[config.mk]
export PLATFORM = sky130hd
export DESIGN_NAME = sac_conversion_control
export DESIGN_NICKNAME = d
export VERILOG_FILES = /design/src/logic/sac_pkg.sv /design/src/logic/sac_conversion_control.sv
export SDC_FILE = /design/constraint.sdc
export NUM_CORES = 1
export LEC_CHECK = 0
export BUFFER_PORTS_ARGS = -buffer_cell sky130_fd_sc_hd__buf_2
export CORE_MARGIN = 10
export CORE_UTILIZATION = 49
export CTS_CLUSTER_SIZE = 16
export DETAILED_ROUTE_END_ITERATION = 6
export PLACE_DENSITY_LB_ADDON = 0.25
export SYNTH_ARGS = -nofsm -noshare
export SYNTH_HDL_FRONTEND = slang
export SYNTH_SLANG_ARGS = --single-unit
export TNS_END_PERCENT = 100
[constraint.sdc]
create_clock -name clock -period 2.7 [get_ports clock]
set_input_delay 0.405 -clock clock [delete_from_list [all_inputs] [get_ports clock]]
set_output_delay 0.405 -clock clock [all_outputs]
set_load 0.01 [all_outputs]
[src/logic/sac_pkg.sv]
// shared constants for the converter control block
package sac_pkg;

  // ----------------------------------------
  // register map (byte addresses)
  // ----------------------------------------
  localparam logic [7:0] ADDR_INPUT_SEL = 8'h00;
  localparam logic [7:0] ADDR_CTRL_A = 8'h04;
  localparam logic [7:0] ADDR_CTRL_B = 8'h08;
  localparam logic [7:0] ADDR_RES_LOW = 8'h0c;
  localparam logic [7:0] ADDR_RES_HIGH = 8'h10;
  localparam logic [7:0] ADDR_POWER = 8'h14;

  // ----------------------------------------
  // field positions
  // ----------------------------------------
  localparam int REF_SEL_LSB = 6;
  localparam int LEFT_ALIGN_BIT = 5;
  localparam int CHAN_SEL_LSB = 0;
  localparam int ENABLE_BIT = 7;
  localparam int START_BIT = 6;
  localparam int AUTO_TRIG_BIT = 5;
  localparam int DONE_FLAG_BIT = 4;
  localparam int IRQ_EN_BIT = 3;
  localparam int PRESCALE_LSB = 0;
  localparam int TRIG_SEL_LSB = 0;
  localparam int POWER_GATE_BIT = 0;

  // ----------------------------------------
  // reset values and encodings
  // ----------------------------------------
  localparam logic [7:0] INPUT_SEL_RESET = 8'h00;
  localparam logic [2:0] TRIG_SEL_RESET = 3'h0;
  localparam logic [2:0] PRESCALE_RESET = 3'h0;
  localparam logic POWER_GATE_RESET = 1'b1;
  localparam logic [2:0] TRIG_FREE_RUN = 3'h0;
  localparam logic [1:0] REF_EXTERNAL = 2'h0;
  localparam logic [1:0] REF_SUPPLY = 2'h1;
  localparam logic [1:0] REF_INTERNAL = 2'h3;

  // ----------------------------------------
  // conversion timing in converter clocks
  // ----------------------------------------
  localparam logic [4:0] CONV_LEN_NORMAL = 5'h0d;
  localparam logic [4:0] CONV_LEN_FIRST = 5'h19;
  localparam logic [4:0] SAMPLE_AT_NORMAL = 5'h01;
  localparam logic [4:0] SAMPLE_AT_FIRST = 5'h0d;
  localparam logic [9:0] SAR_FIRST_TRIAL = 10'h200;

  typedef enum logic [2:0] {
    SAC_IDLE = 3'b001,
    SAC_ARMED = 3'b010,
    SAC_CONV = 3'b100
  } sac_state_t;

endpackage

[src/logic/sac_conversion_control.sv]
// converter control: registers, prescaler, triggering, sar sequencing, result latching
//
// The Wishbone register port and the placing of the registers were chosen for this implementation.
`timescale 1ns/1ns

// Function
// - ten-bit result, zero is ground
// - reference chosen by reference select field
// - input chosen by channel select field
// - selections apply only while converter enabled
// - right aligned default, left when bit set
// - low byte read blocks result updates
// - high byte read lifts the block
// - blocked result still sets done flag
// - start bit begins conversion, self clears
// - channel change waits for conversion end
// - auto trigger uses selected trigger source
// - trigger edge resets prescaler, starts conversion
// - held trigger level starts nothing new
// - trigger edges during conversion are ignored
// - done flag trigger gives free running
// - free run first start by start bit
// - start bit works and reads busy always
// - dedicated done interrupt when enabled
// - thirteen clocks, first after enable twentyfive
// - prescaler runs only while enabled
// - completion writes result, sets flag, clears start outside free run
// - selections frozen until last conversion clock
module sac_conversion_control (
  // clock and reset
  input wire logic clock,
  input wire logic rst,
  // wishbone slave
  input wire logic wb_cyc_i,
  input wire logic wb_stb_i,
  input wire logic wb_we_i,
  input wire logic [7:0] wb_adr_i,
  input wire logic [3:0] wb_sel_i,
  input wire logic [31:0] wb_dat_i,
  output logic [31:0] wb_dat_o,
  output logic wb_ack_o,
  // interrupt
  output logic doneIrq,
  input wire logic irqServiced,
  // trigger sources 1..7
  input wire logic [7:1] trigIn,
  // analog core
  output logic analogEnable,
  output logic [1:0] refSelOut,
  output logic [3:0] chanSelOut,
  output logic sampleHold,
  output logic [9:0] dacCode,
  input wire logic cmpIn
);
  import sac_pkg::*;

  // ----------------------------------------
  // registers and state
  // ----------------------------------------
  logic [1:0] refSel_reg;
  logic [3:0] chanSel_reg;
  logic leftAlign_reg, enable_reg, autoTrig_reg, doneFlag_reg, irqEn_reg, powerGate_reg;
  logic [2:0] prescale_reg, trigSel_reg;
  logic [7:0] resLow_reg, resHigh_reg;
  logic lock_reg, firstConv_reg, trigPrev_reg, inBits_reg;
  logic [6:0] presCnt_reg;
  logic [4:0] convCnt_reg;
  logic [9:0] sar_reg;
  logic [3:0] bitPos_reg;
  sac_state_t state_reg;

  logic busAccess, wrCommit, rdCommit, wrLane0, startWrite, doneClearWrite, loRead, hiRead;
  logic [7:0] rdByte;
  logic enEff, convTick, lastCyc, completing, presClr, loBusy;
  logic [4:0] convLen, sampleAt;
  logic [9:0] sarFinal;
  logic trigSrc, trigEdge, freeRun;

  function automatic logic hit(input logic [7:0] adr, input logic [7:0] base);
    hit = (adr[7:2] == base[7:2]);
  endfunction
  function automatic logic [6:0] ratioLimit(input logic [2:0] ps);
    // smallest division is two; code zero and one both divide by two
    ratioLimit = (ps == 3'h0) ? 7'h01 : 7'((8'h01 << ps) - 8'h01);
  endfunction

  // ----------------------------------------
  // bus slave: one wait state, writes and read side effects at the ack edge
  // ----------------------------------------
  assign busAccess = wb_cyc_i && wb_stb_i;
  assign wrCommit = busAccess && wb_ack_o && wb_we_i;
  assign rdCommit = busAccess && wb_ack_o && !wb_we_i;
  assign wrLane0 = wrCommit && wb_sel_i[0];
  assign startWrite = wrLane0 && hit(wb_adr_i, ADDR_CTRL_A) && wb_dat_i[START_BIT];
  assign doneClearWrite = wrLane0 && hit(wb_adr_i, ADDR_CTRL_A) && wb_dat_i[DONE_FLAG_BIT];
  assign loRead = rdCommit && hit(wb_adr_i, ADDR_RES_LOW);
  assign hiRead = rdCommit && hit(wb_adr_i, ADDR_RES_HIGH);
  // the low byte is latched a cycle before the block sets, so a read in flight blocks too
  assign loBusy = busAccess && !wb_we_i && hit(wb_adr_i, ADDR_RES_LOW);

  always_comb begin
    rdByte = 8'h00;
    if (hit(wb_adr_i, ADDR_INPUT_SEL)) begin
      rdByte = {refSel_reg, leftAlign_reg, 1'b0, chanSel_reg};
    end else if (hit(wb_adr_i, ADDR_CTRL_A)) begin
      rdByte = {enable_reg, state_reg != SAC_IDLE, autoTrig_reg, doneFlag_reg,
                irqEn_reg, prescale_reg};
    end else if (hit(wb_adr_i, ADDR_CTRL_B)) begin
      rdByte = {5'h00, trigSel_reg};
    end else if (hit(wb_adr_i, ADDR_RES_LOW)) begin
      rdByte = resLow_reg;
    end else if (hit(wb_adr_i, ADDR_RES_HIGH)) begin
      rdByte = resHigh_reg;
    end else if (hit(wb_adr_i, ADDR_POWER)) begin
      rdByte = {7'h00, powerGate_reg};
    end
  end

  always_ff @(posedge clock or posedge rst) begin
    if (rst) begin
      wb_ack_o <= 1'b0;
      wb_dat_o <= 32'h0000_0000;
    end else begin
      wb_ack_o <= busAccess && !wb_ack_o;
      if (busAccess && !wb_ack_o) begin
        wb_dat_o <= {24'h00_0000, rdByte};
      end
    end
  end

  // software-written configuration
  always_ff @(posedge clock or posedge rst) begin
    if (rst) begin
      {refSel_reg, leftAlign_reg, chanSel_reg} <= {INPUT_SEL_RESET[7:5], INPUT_SEL_RESET[3:0]};
      enable_reg <= 1'b0;
      autoTrig_reg <= 1'b0;
      irqEn_reg <= 1'b0;
      prescale_reg <= PRESCALE_RESET;
      trigSel_reg <= TRIG_SEL_RESET;
      powerGate_reg <= POWER_GATE_RESET;
    end else if (wrLane0) begin
      if (hit(wb_adr_i, ADDR_INPUT_SEL)) begin
        refSel_reg <= wb_dat_i[REF_SEL_LSB +: 2];
        leftAlign_reg <= wb_dat_i[LEFT_ALIGN_BIT];
        chanSel_reg <= wb_dat_i[CHAN_SEL_LSB +: 4];
      end
      if (hit(wb_adr_i, ADDR_CTRL_A)) begin
        enable_reg <= wb_dat_i[ENABLE_BIT];
        autoTrig_reg <= wb_dat_i[AUTO_TRIG_BIT];
        irqEn_reg <= wb_dat_i[IRQ_EN_BIT];
        prescale_reg <= wb_dat_i[PRESCALE_LSB +: 3];
      end
      if (hit(wb_adr_i, ADDR_CTRL_B)) begin
        trigSel_reg <= wb_dat_i[TRIG_SEL_LSB +: 3];
      end
      if (hit(wb_adr_i, ADDR_POWER)) begin
        powerGate_reg <= wb_dat_i[POWER_GATE_BIT];
      end
    end
  end

  // a gated converter behaves as disabled whatever the enable bit says
  assign enEff = enable_reg && !powerGate_reg;
  assign analogEnable = enEff;

  // ----------------------------------------
  // prescaler
  // ----------------------------------------
  assign convTick = enEff && (presCnt_reg >= ratioLimit(prescale_reg));
  always_ff @(posedge clock or posedge rst) begin
    if (rst) begin
      presCnt_reg <= 7'h00;
    end else if (!enEff || presClr || convTick) begin
      presCnt_reg <= 7'h00;
    end else begin
      presCnt_reg <= presCnt_reg + 7'h01;
    end
  end

  // ----------------------------------------
  // triggering and sequencing
  // ----------------------------------------
  assign freeRun = autoTrig_reg && (trigSel_reg == TRIG_FREE_RUN);
  assign trigSrc = (trigSel_reg == TRIG_FREE_RUN) ? 1'b0 : trigIn[trigSel_reg];
  // only a fresh edge counts, a level held high starts nothing
  assign trigEdge = trigSrc && !trigPrev_reg;
  assign presClr = autoTrig_reg && trigEdge && state_reg == SAC_IDLE && enEff;
  assign convLen = firstConv_reg ? CONV_LEN_FIRST : CONV_LEN_NORMAL;
  assign sampleAt = firstConv_reg ? SAMPLE_AT_FIRST : SAMPLE_AT_NORMAL;
  assign lastCyc = state_reg == SAC_CONV && convCnt_reg == convLen - 5'h01;
  assign completing = lastCyc && convTick;
  always_ff @(posedge clock or posedge rst) begin
    if (rst) begin
      trigPrev_reg <= 1'b0;
    end else begin
      trigPrev_reg <= trigSrc;
    end
  end
  always_ff @(posedge clock or posedge rst) begin
    if (rst) begin
      state_reg <= SAC_IDLE;
    end else if (!enEff) begin
      state_reg <= SAC_IDLE;
    end else begin
      unique case (state_reg)
        SAC_IDLE: begin
          if (startWrite || presClr) begin
            state_reg <= SAC_ARMED;
          end
        end
        SAC_ARMED: begin
          if (convTick) begin
            state_reg <= SAC_CONV;
          end
        end
        SAC_CONV: begin
          if (completing) begin
            state_reg <= (freeRun || startWrite) ? SAC_ARMED : SAC_IDLE;
          end
        end
        default: state_reg <= SAC_IDLE;
      endcase
    end
  end
  // the long first conversion follows every switch-on
  always_ff @(posedge clock or posedge rst) begin
    if (rst) begin
      firstConv_reg <= 1'b1;
    end else if (!enEff) begin
      firstConv_reg <= 1'b1;
    end else if (completing) begin
      firstConv_reg <= 1'b0;
    end
  end
  always_ff @(posedge clock or posedge rst) begin
    if (rst) begin
      convCnt_reg <= 5'h00;
    end else if (state_reg != SAC_CONV) begin
      convCnt_reg <= 5'h00;
    end else if (convTick) begin
      convCnt_reg <= convCnt_reg + 5'h01;
    end
  end

  // ----------------------------------------
  // successive approximation
  // ----------------------------------------
  assign sampleHold = state_reg == SAC_CONV && convTick && convCnt_reg == sampleAt;
  assign dacCode = sar_reg;
  always_ff @(posedge clock or posedge rst) begin
    if (rst) begin
      sar_reg <= 10'h000;
      bitPos_reg <= 4'h0;
      inBits_reg <= 1'b0;
    end else if (sampleHold) begin
      sar_reg <= SAR_FIRST_TRIAL;
      bitPos_reg <= 4'h9;
      inBits_reg <= 1'b1;
    end else if (inBits_reg && convTick) begin
      if (!cmpIn) begin
        sar_reg[bitPos_reg] <= 1'b0;
      end
      if (bitPos_reg != 4'h0) begin
        sar_reg[bitPos_reg - 4'h1] <= 1'b1;
        bitPos_reg <= bitPos_reg - 4'h1;
      end else begin
        inBits_reg <= 1'b0;
      end
    end
  end
  assign sarFinal = sar_reg;

  // ----------------------------------------
  // selection latching toward the analog core
  // ----------------------------------------
  always_ff @(posedge clock or posedge rst) begin
    if (rst) begin
      refSelOut <= INPUT_SEL_RESET[7:6];
      chanSelOut <= INPUT_SEL_RESET[3:0];
    end else if (enEff && (state_reg != SAC_CONV || lastCyc)) begin
      refSelOut <= refSel_reg;
      chanSelOut <= chanSel_reg;
    end
  end

  // ----------------------------------------
  // results, blocking and completion flag
  // ----------------------------------------
  always_ff @(posedge clock or posedge rst) begin
    if (rst) begin
      lock_reg <= 1'b0;
    end else if (loRead) begin
      lock_reg <= 1'b1;
    end else if (hiRead) begin
      lock_reg <= 1'b0;
    end
  end
  always_ff @(posedge clock or posedge rst) begin
    if (rst) begin
      resLow_reg <= 8'h00;
      resHigh_reg <= 8'h00;
    end else if (completing && !lock_reg && !loBusy) begin
      if (leftAlign_reg) begin
        resHigh_reg <= sarFinal[9:2];
        resLow_reg <= {sarFinal[1:0], 6'h00};
      end else begin
        resHigh_reg <= {6'h00, sarFinal[9:8]};
        resLow_reg <= sarFinal[7:0];
      end
    end
  end
  // a completion in the same cycle as a clear keeps the flag set
  always_ff @(posedge clock or posedge rst) begin
    if (rst) begin
      doneFlag_reg <= 1'b0;
    end else if (completing) begin
      doneFlag_reg <= 1'b1;
    end else if (doneClearWrite || irqServiced) begin
      doneFlag_reg <= 1'b0;
    end
  end

  assign doneIrq = doneFlag_reg && irqEn_reg;

  // ----------------------------------------
  // checks
  // ----------------------------------------
  a_start_reads_busy: assert property (@(posedge clock) disable iff (rst)
    state_reg == SAC_CONV |-> rdByte[START_BIT] || !hit(wb_adr_i, ADDR_CTRL_A))
    else $error("start bit not shown during conversion");
  a_done_sets_flag: assert property (@(posedge clock) disable iff (rst)
    completing |=> doneFlag_reg)
    else $error("completion did not set done flag");
  a_lock_holds_result: assert property (@(posedge clock) disable iff (rst)
    completing && lock_reg |=> $stable(resLow_reg) && $stable(resHigh_reg))
    else $error("blocked result bytes changed");
  a_high_read_unlocks: assert property (@(posedge clock) disable iff (rst)
    hiRead |=> !lock_reg)
    else $error("high byte read left block set");
  a_select_frozen: assert property (@(posedge clock) disable iff (rst)
    state_reg == SAC_CONV && !lastCyc |=> $stable(chanSelOut) && $stable(refSelOut))
    else $error("selection moved during conversion");
  a_disabled_no_update: assert property (@(posedge clock) disable iff (rst)
    !enEff |=> $stable(chanSelOut))
    else $error("selection applied while disabled");
  a_irq_on_done: assert property (@(posedge clock) disable iff (rst)
    completing && irqEn_reg && !(wrLane0 && hit(wb_adr_i, ADDR_CTRL_A)) |=> doneIrq)
    else $error("no interrupt after completion");
  a_trigger_ignored: assert property (@(posedge clock) disable iff (rst)
    state_reg == SAC_CONV && !completing && enEff && trigEdge |=> state_reg == SAC_CONV)
    else $error("trigger disturbed a running conversion");
  a_prescaler_held: assert property (@(posedge clock) disable iff (rst)
    !enEff |=> presCnt_reg == 7'h00 && !convTick)
    else $error("prescaler ran while disabled");
  a_free_run_rearm: assert property (@(posedge clock) disable iff (rst)
    completing && freeRun && enEff |=> state_reg == SAC_ARMED ##[1:256] state_reg == SAC_CONV)
    else $error("free running did not restart");
  a_normal_length: assert property (@(posedge clock) disable iff (rst)
    completing && !firstConv_reg |-> convCnt_reg == 5'h0c)
    else $error("normal conversion length wrong");
  a_left_align: assert property (@(posedge clock) disable iff (rst)
    completing && !lock_reg && leftAlign_reg |=> resHigh_reg == $past(sarFinal[9:2]))
    else $error("left aligned high byte wrong");

endmodule

### Word level (Yosys, flattened, before mapping)

Index checks and enable logic that the tools add are counted.

* flip-flop bits (word level): 82
* input bits: 58
* logic and storage cells: 162

* add/sub/neg operators: 5
* order comparisons: 6
* equality and inequality tests: 17
* shifts and indexed selects: 1
* mux-type cells: 45
* bitwise logic cells: 3
* reduce and logical (&&, ||, !) cells: 60

Operator list (count)
* 2-to-1 mux 10 bit: 6
* 2-to-1 mux 8 bit: 7
* logical AND 1 bit: 31
* 2-to-1 mux 4 bit: 4
* 2-to-1 mux 5 bit: 3
* 2-to-1 mux 1 bit: 14
* 2-to-1 mux 7 bit: 2
* equality test 6 x 2 -> 1 bit, second input constant: 2
* equality test 6 x 3 -> 1 bit, second input constant: 2
* 2-to-1 mux 3 bit: 4
* AND reduction 2 bit: 6
* bitwise AND 10 bit: 1
* < comparator 4 x 5 -> 1 bit, second input constant: 2
* inverter 10 bit: 1
* bitwise OR 10 bit: 1
* nonzero test 2 bit: 5
* != test 3 bit, second input constant: 3
* one-hot mux 3 bit (3 select lines): 1
* demux 1 bit (select 4 bit): 2
* >= comparator 4 x 1 -> 1 bit, second input constant: 2
* adder 7 x 1 -> 7 bit, second input constant: 1
* >= comparator 7 bit: 1
* zero test 1 bit: 7
* left shift 1 x 3 -> 7 bit, first input constant: 1
* other kinds (22): 28

### Longest topological paths before layout

* depth in word-level cells: 13
* mapped depth: 8
* gate-level depth less buffers: 7

### Worst setup path before layout

OpenSTA, ideal clock, no wires.

* path kind: reg2out
* from: register prescale_reg[1]
* to: output port sampleHold
* data arrival time: 1.972 ns
* slack: 0.323 ns
* cell stages (with the launch flop): 7
* path buffers: 0
* path through: dfrtp_1 -> o21ai_0 -> ha_1 -> a211oi_1 -> o21bai_1 -> o2111ai_2 -> clkinv_1

* word-level cells in the longest chain between the ends: 7
* elaborated cells on any way between the ends: 8
* those cells by class: 1 x add/sub; 1 x order compare; 1 x shift; 1 x mux; 4 x reduce/logical

Ends and longest elaborated chain
* from (decl): RTL line sac_conversion_control.sv:63 `logic [2:0] prescale_reg, trigSel_reg;`
* from (signal assigned): RTL line sac_conversion_control.sv:151 `prescale_reg <= wb_dat_i[PRESCALE_LSB +: 3];`
* left shift 1 x 3 -> 7 bit: RTL line sac_conversion_control.sv:84 `ratioLimit = (ps == 3'h0) ? 7'h01 : 7'((8'h01 << ps) - 8'h01);`
* subtractor 7 x 1 -> 7 bit: RTL line sac_conversion_control.sv:84
* 2-to-1 mux 7 bit *: RTL line sac_conversion_control.sv:84
* >= comparator 7 bit *: RTL line sac_conversion_control.sv:169 `assign convTick = enEff && (presCnt_reg >= ratioLimit(prescale_reg));`
* logical AND 1 bit *: RTL line sac_conversion_control.sv:169
* logical AND 1 bit * (2 in a row): RTL line sac_conversion_control.sv:248 `assign sampleHold = state_reg == SAC_CONV && convTick && convCnt_reg == sampleAt;`
* to (decl): RTL line sac_conversion_control.sv:51 `output logic sampleHold,`

Mark *: on every way between the ends. The rest lies on a longest branch, timed or not.

### Final worst setup path

Ends and elaborated chain as after synthesis.

==> run metrics <==
initial antenna violation count=0; ant diodes=0; first-iteration detailed-routing DRC count=290; reg2reg setup slack=400 ps; Initial Utilization=51.0%; drt wl/cell=17.1 µm; warnings from Yosys=0; GRT Util Overall=16.1%; final worst slack=120 ps; CTS tree=yes; FF-to-FF Start=prescale_reg[1]; Tmin final=2580 ps; Final Cycle Share=95.6%; number of synthesized register bits=82; pin count of the biggest net entering global routing=48; Die ar.=13400 µm²; FF-to-FF path depth=9; I/O Pins=110; top post-synthesis cells by area=dfrtp_1 (44%), mux2_2 (7.5%), o21ai_0 (4.3%); Final Setup Violations=0; max-cap violations=0; clk slew on worst S/H paths=100 ps; leak pwr=0.00234 µW; Yosys top cell area share=43.8%; Post-synth ARST share=100%; Worst setup SP type=flop; placed cell count=607; Hold Crit Class=primary input to asynchronous set/reset pin; critical path launch point=prescale_reg[1]; Clock Skew=13.4 ps; CP arrival=2180 ps; Slew @ Worst Pin=659 ps; Yosys cell types=57; core area=8850 µm²; highest clock rate=0.388 GHz; multi-input logic area=2250 µm²; Crit Path Max Fanout=9; post-CTS setup buffers=0; register area=2060 µm²; CTS Hold Buffers Added=0; gr ovfl total=0; DRC violations left=0; chip width=116 µm; share of cells above drive strength 1=26.2%; syn avg cell area=9.94 µm²; PwrDens=434 nW/µm²; Worst Path Class, Setup=flop to output port; Final ANT Viol Nets=0; Post-synth EDFFs=0; Largest register FFs=10; Die Ht=116 µm; clk buf depth=2; Most used DFF post-synth=dfrtp_1; H-Tree Level Count=3; Final Hold Fails=0; Setup WS pre-CTS=280 ps; Max Slew Vio Count=0; Cell Count, Final, Fillers Out=623; final wirelength=10700 µm; global-route wire length before repair=17500 µm; sw frac=26.4%; sequential share of the synthesized area=45.6%; status=finished, final reports clean; Cell Int Power=1610 µW; Synth Cell Area=4510 µm²; switching power=577 µW; dpl hpwl=8130 µm; vias in the first global route=3525; clock root cell=clkbuf_8; row cnt=34; Layout area overhead=12.0%; GP Congestion=0.867; reg2reg end=dacCode[7]; sum of negative setup slack=0 ps; peak supply drop=0.235 mV; vias post-DR=3458; DRT Pass-1 Iters=4; routed vias/inst=5.55; Buffers on Ports=56; combinational power share=4.9%; Mapped Cells=454; worst relative slew slack=56.0%; RSZ-0062 raised after global routing=false; crit path to=sampleHold; sequential group share of total power=56.4%; final net count=583; WP data required=2300 ps; clk_lat worst skew=360 ps; fillers=797; commonest cells in the netlist=dfrtp_1 (79), nand2_1 (52), o21ai_0 (39); Sink Count=82; total CTS buffers=9; most numerous cell in the Yosys netlist=dfrtp_1; Critical Path Sink Type=output port; Clk pwr share=38.7%; Synth area leader=dfrtp_1
-- worst min path at each step --
| stage | slack (ps) | startpoint | depth (start not counted) | endpoint |
|---|---|---|---|---|
| 2_1_floorplan | 440 | resHigh_reg[7] | 2 | resHigh_reg[7] |
| 3_3_place_gp | 450 | wb_dat_o[5] | 1 | wb_dat_o[5] |
| 3_5_place_dp | 460 | wb_dat_o[7] | 2 | wb_dat_o[7] |
| 4_1_cts | 130 | rst | 2 | convCnt_reg[3] |
| 5_1_grt | 160 | rst | 2 | convCnt_reg[3] |
| 6_report | 120 | rst | 2 | chanSel_reg[1] |
-- cell families (layout without fill, tap and decap cells) --
logic type                 Yosys count  in the layout  synth area share (%)
buffers and inverters               57             95                  6.80
adders and majority gates           15             15                  4.16
and+or+nand+nor                    149            149                  16.6
other                                1             24                0.0831
AOI/OAI and AO/OA                   98             98                  14.1
xor gates and xnor gates            10             10                  1.94
muxes                               42             42                  10.7
DFF                                 82             82                  45.6
-- critical path, cell delays in order, from the launching register on --
cell and delay [ps]:
dfrtp_2 480, a21oi_2 180, ha_1 260, a21oi_1 180, a21oi_1 90, buf_4 170, o2111ai_2 260, inv_2 60
buf_2 140
-- power by group through the flow --
stage	clock (µW)	sequential, µW	combinational (µW)
detailed placement	0	1260	108
floorplan	0	1260	89.6
global route	917	1240	122
finish	847	1240	108
global placement	0	1260	106
CTS	862	1240	108
-- metrics by stage --
step / utilization [%] / total power (µW) / instance area [µm²] / hold WS, ps
final: 57.1 / 2190 / 5050 / 115
after global routing: 57.1 / 2280 / 5050 / 161
after CTS: 57.1 / 2210 / 5050 / 127
after detailed placement: 54.8 / 1370 / 4850 / 462
after global placement: 54.8 / 1370 / 4850 / 454
after floorplan: - / 1350 / 4600 / 445
-- repair_timing --
action                                 in CTS  in global routing
gates resized for setup                     4                  3
gates cloned                                0                  0
endpoints found under the hold margin       0                  0
setup endpoints to repair                   1                  1
-- per-layer routing --
layer | vias to the layer above | track usage, % | routed length [µm] | part of all wire, %
li1 | 1678 | - | - | -
met1 | 1685 | 19.8 | 4660 | 44
met2 | 80 | 27.6 | 5310 | 50
met3 | 15 | 2.84 | 522 | 4.9
met4 | 0 | 6.26 | 184 | 1.7
met5 | - | 0 | 0 | 0
-- cell usage in the layout (no fill, tap or decap), drive strengths merged, types with 3 or more instances in the layout --
master  netlist  routed
mux2         30      30
xnor2         5       5
nor2         26      26
a211oi        4       4
conb          1      24
clkinv        1       3
mux2i        10      10
buf          26      65
and3          5       5
a21o          3       3
a22oi         6       6
or3b          3       3
o21ai        40      40
nor4          3       3
dfrtp        79      79
o311ai        3       3
nand3b        3       3
nor3          4       4
nand2        52      52
o31ai         6       6
nand4         7       7
clkbuf       17       9
nor2b         4       4
xor2          5       5
nand3        21      21
dfstp         3       3
nand2b       10      10
inv          13      17
a21oi        19      19
ha           15      15
-- layout make-up --
type                    count  area share (%)
clock buffers               9            2.45
well taps                 108            2.68
repair buffers             65            7.38
inverters                  14            1.07
clock inverters             7            1.16
multi-input cells         338            44.5
flip-flops and latches     82            40.8
Note: power is estimated with default switching activity, not from simulation.
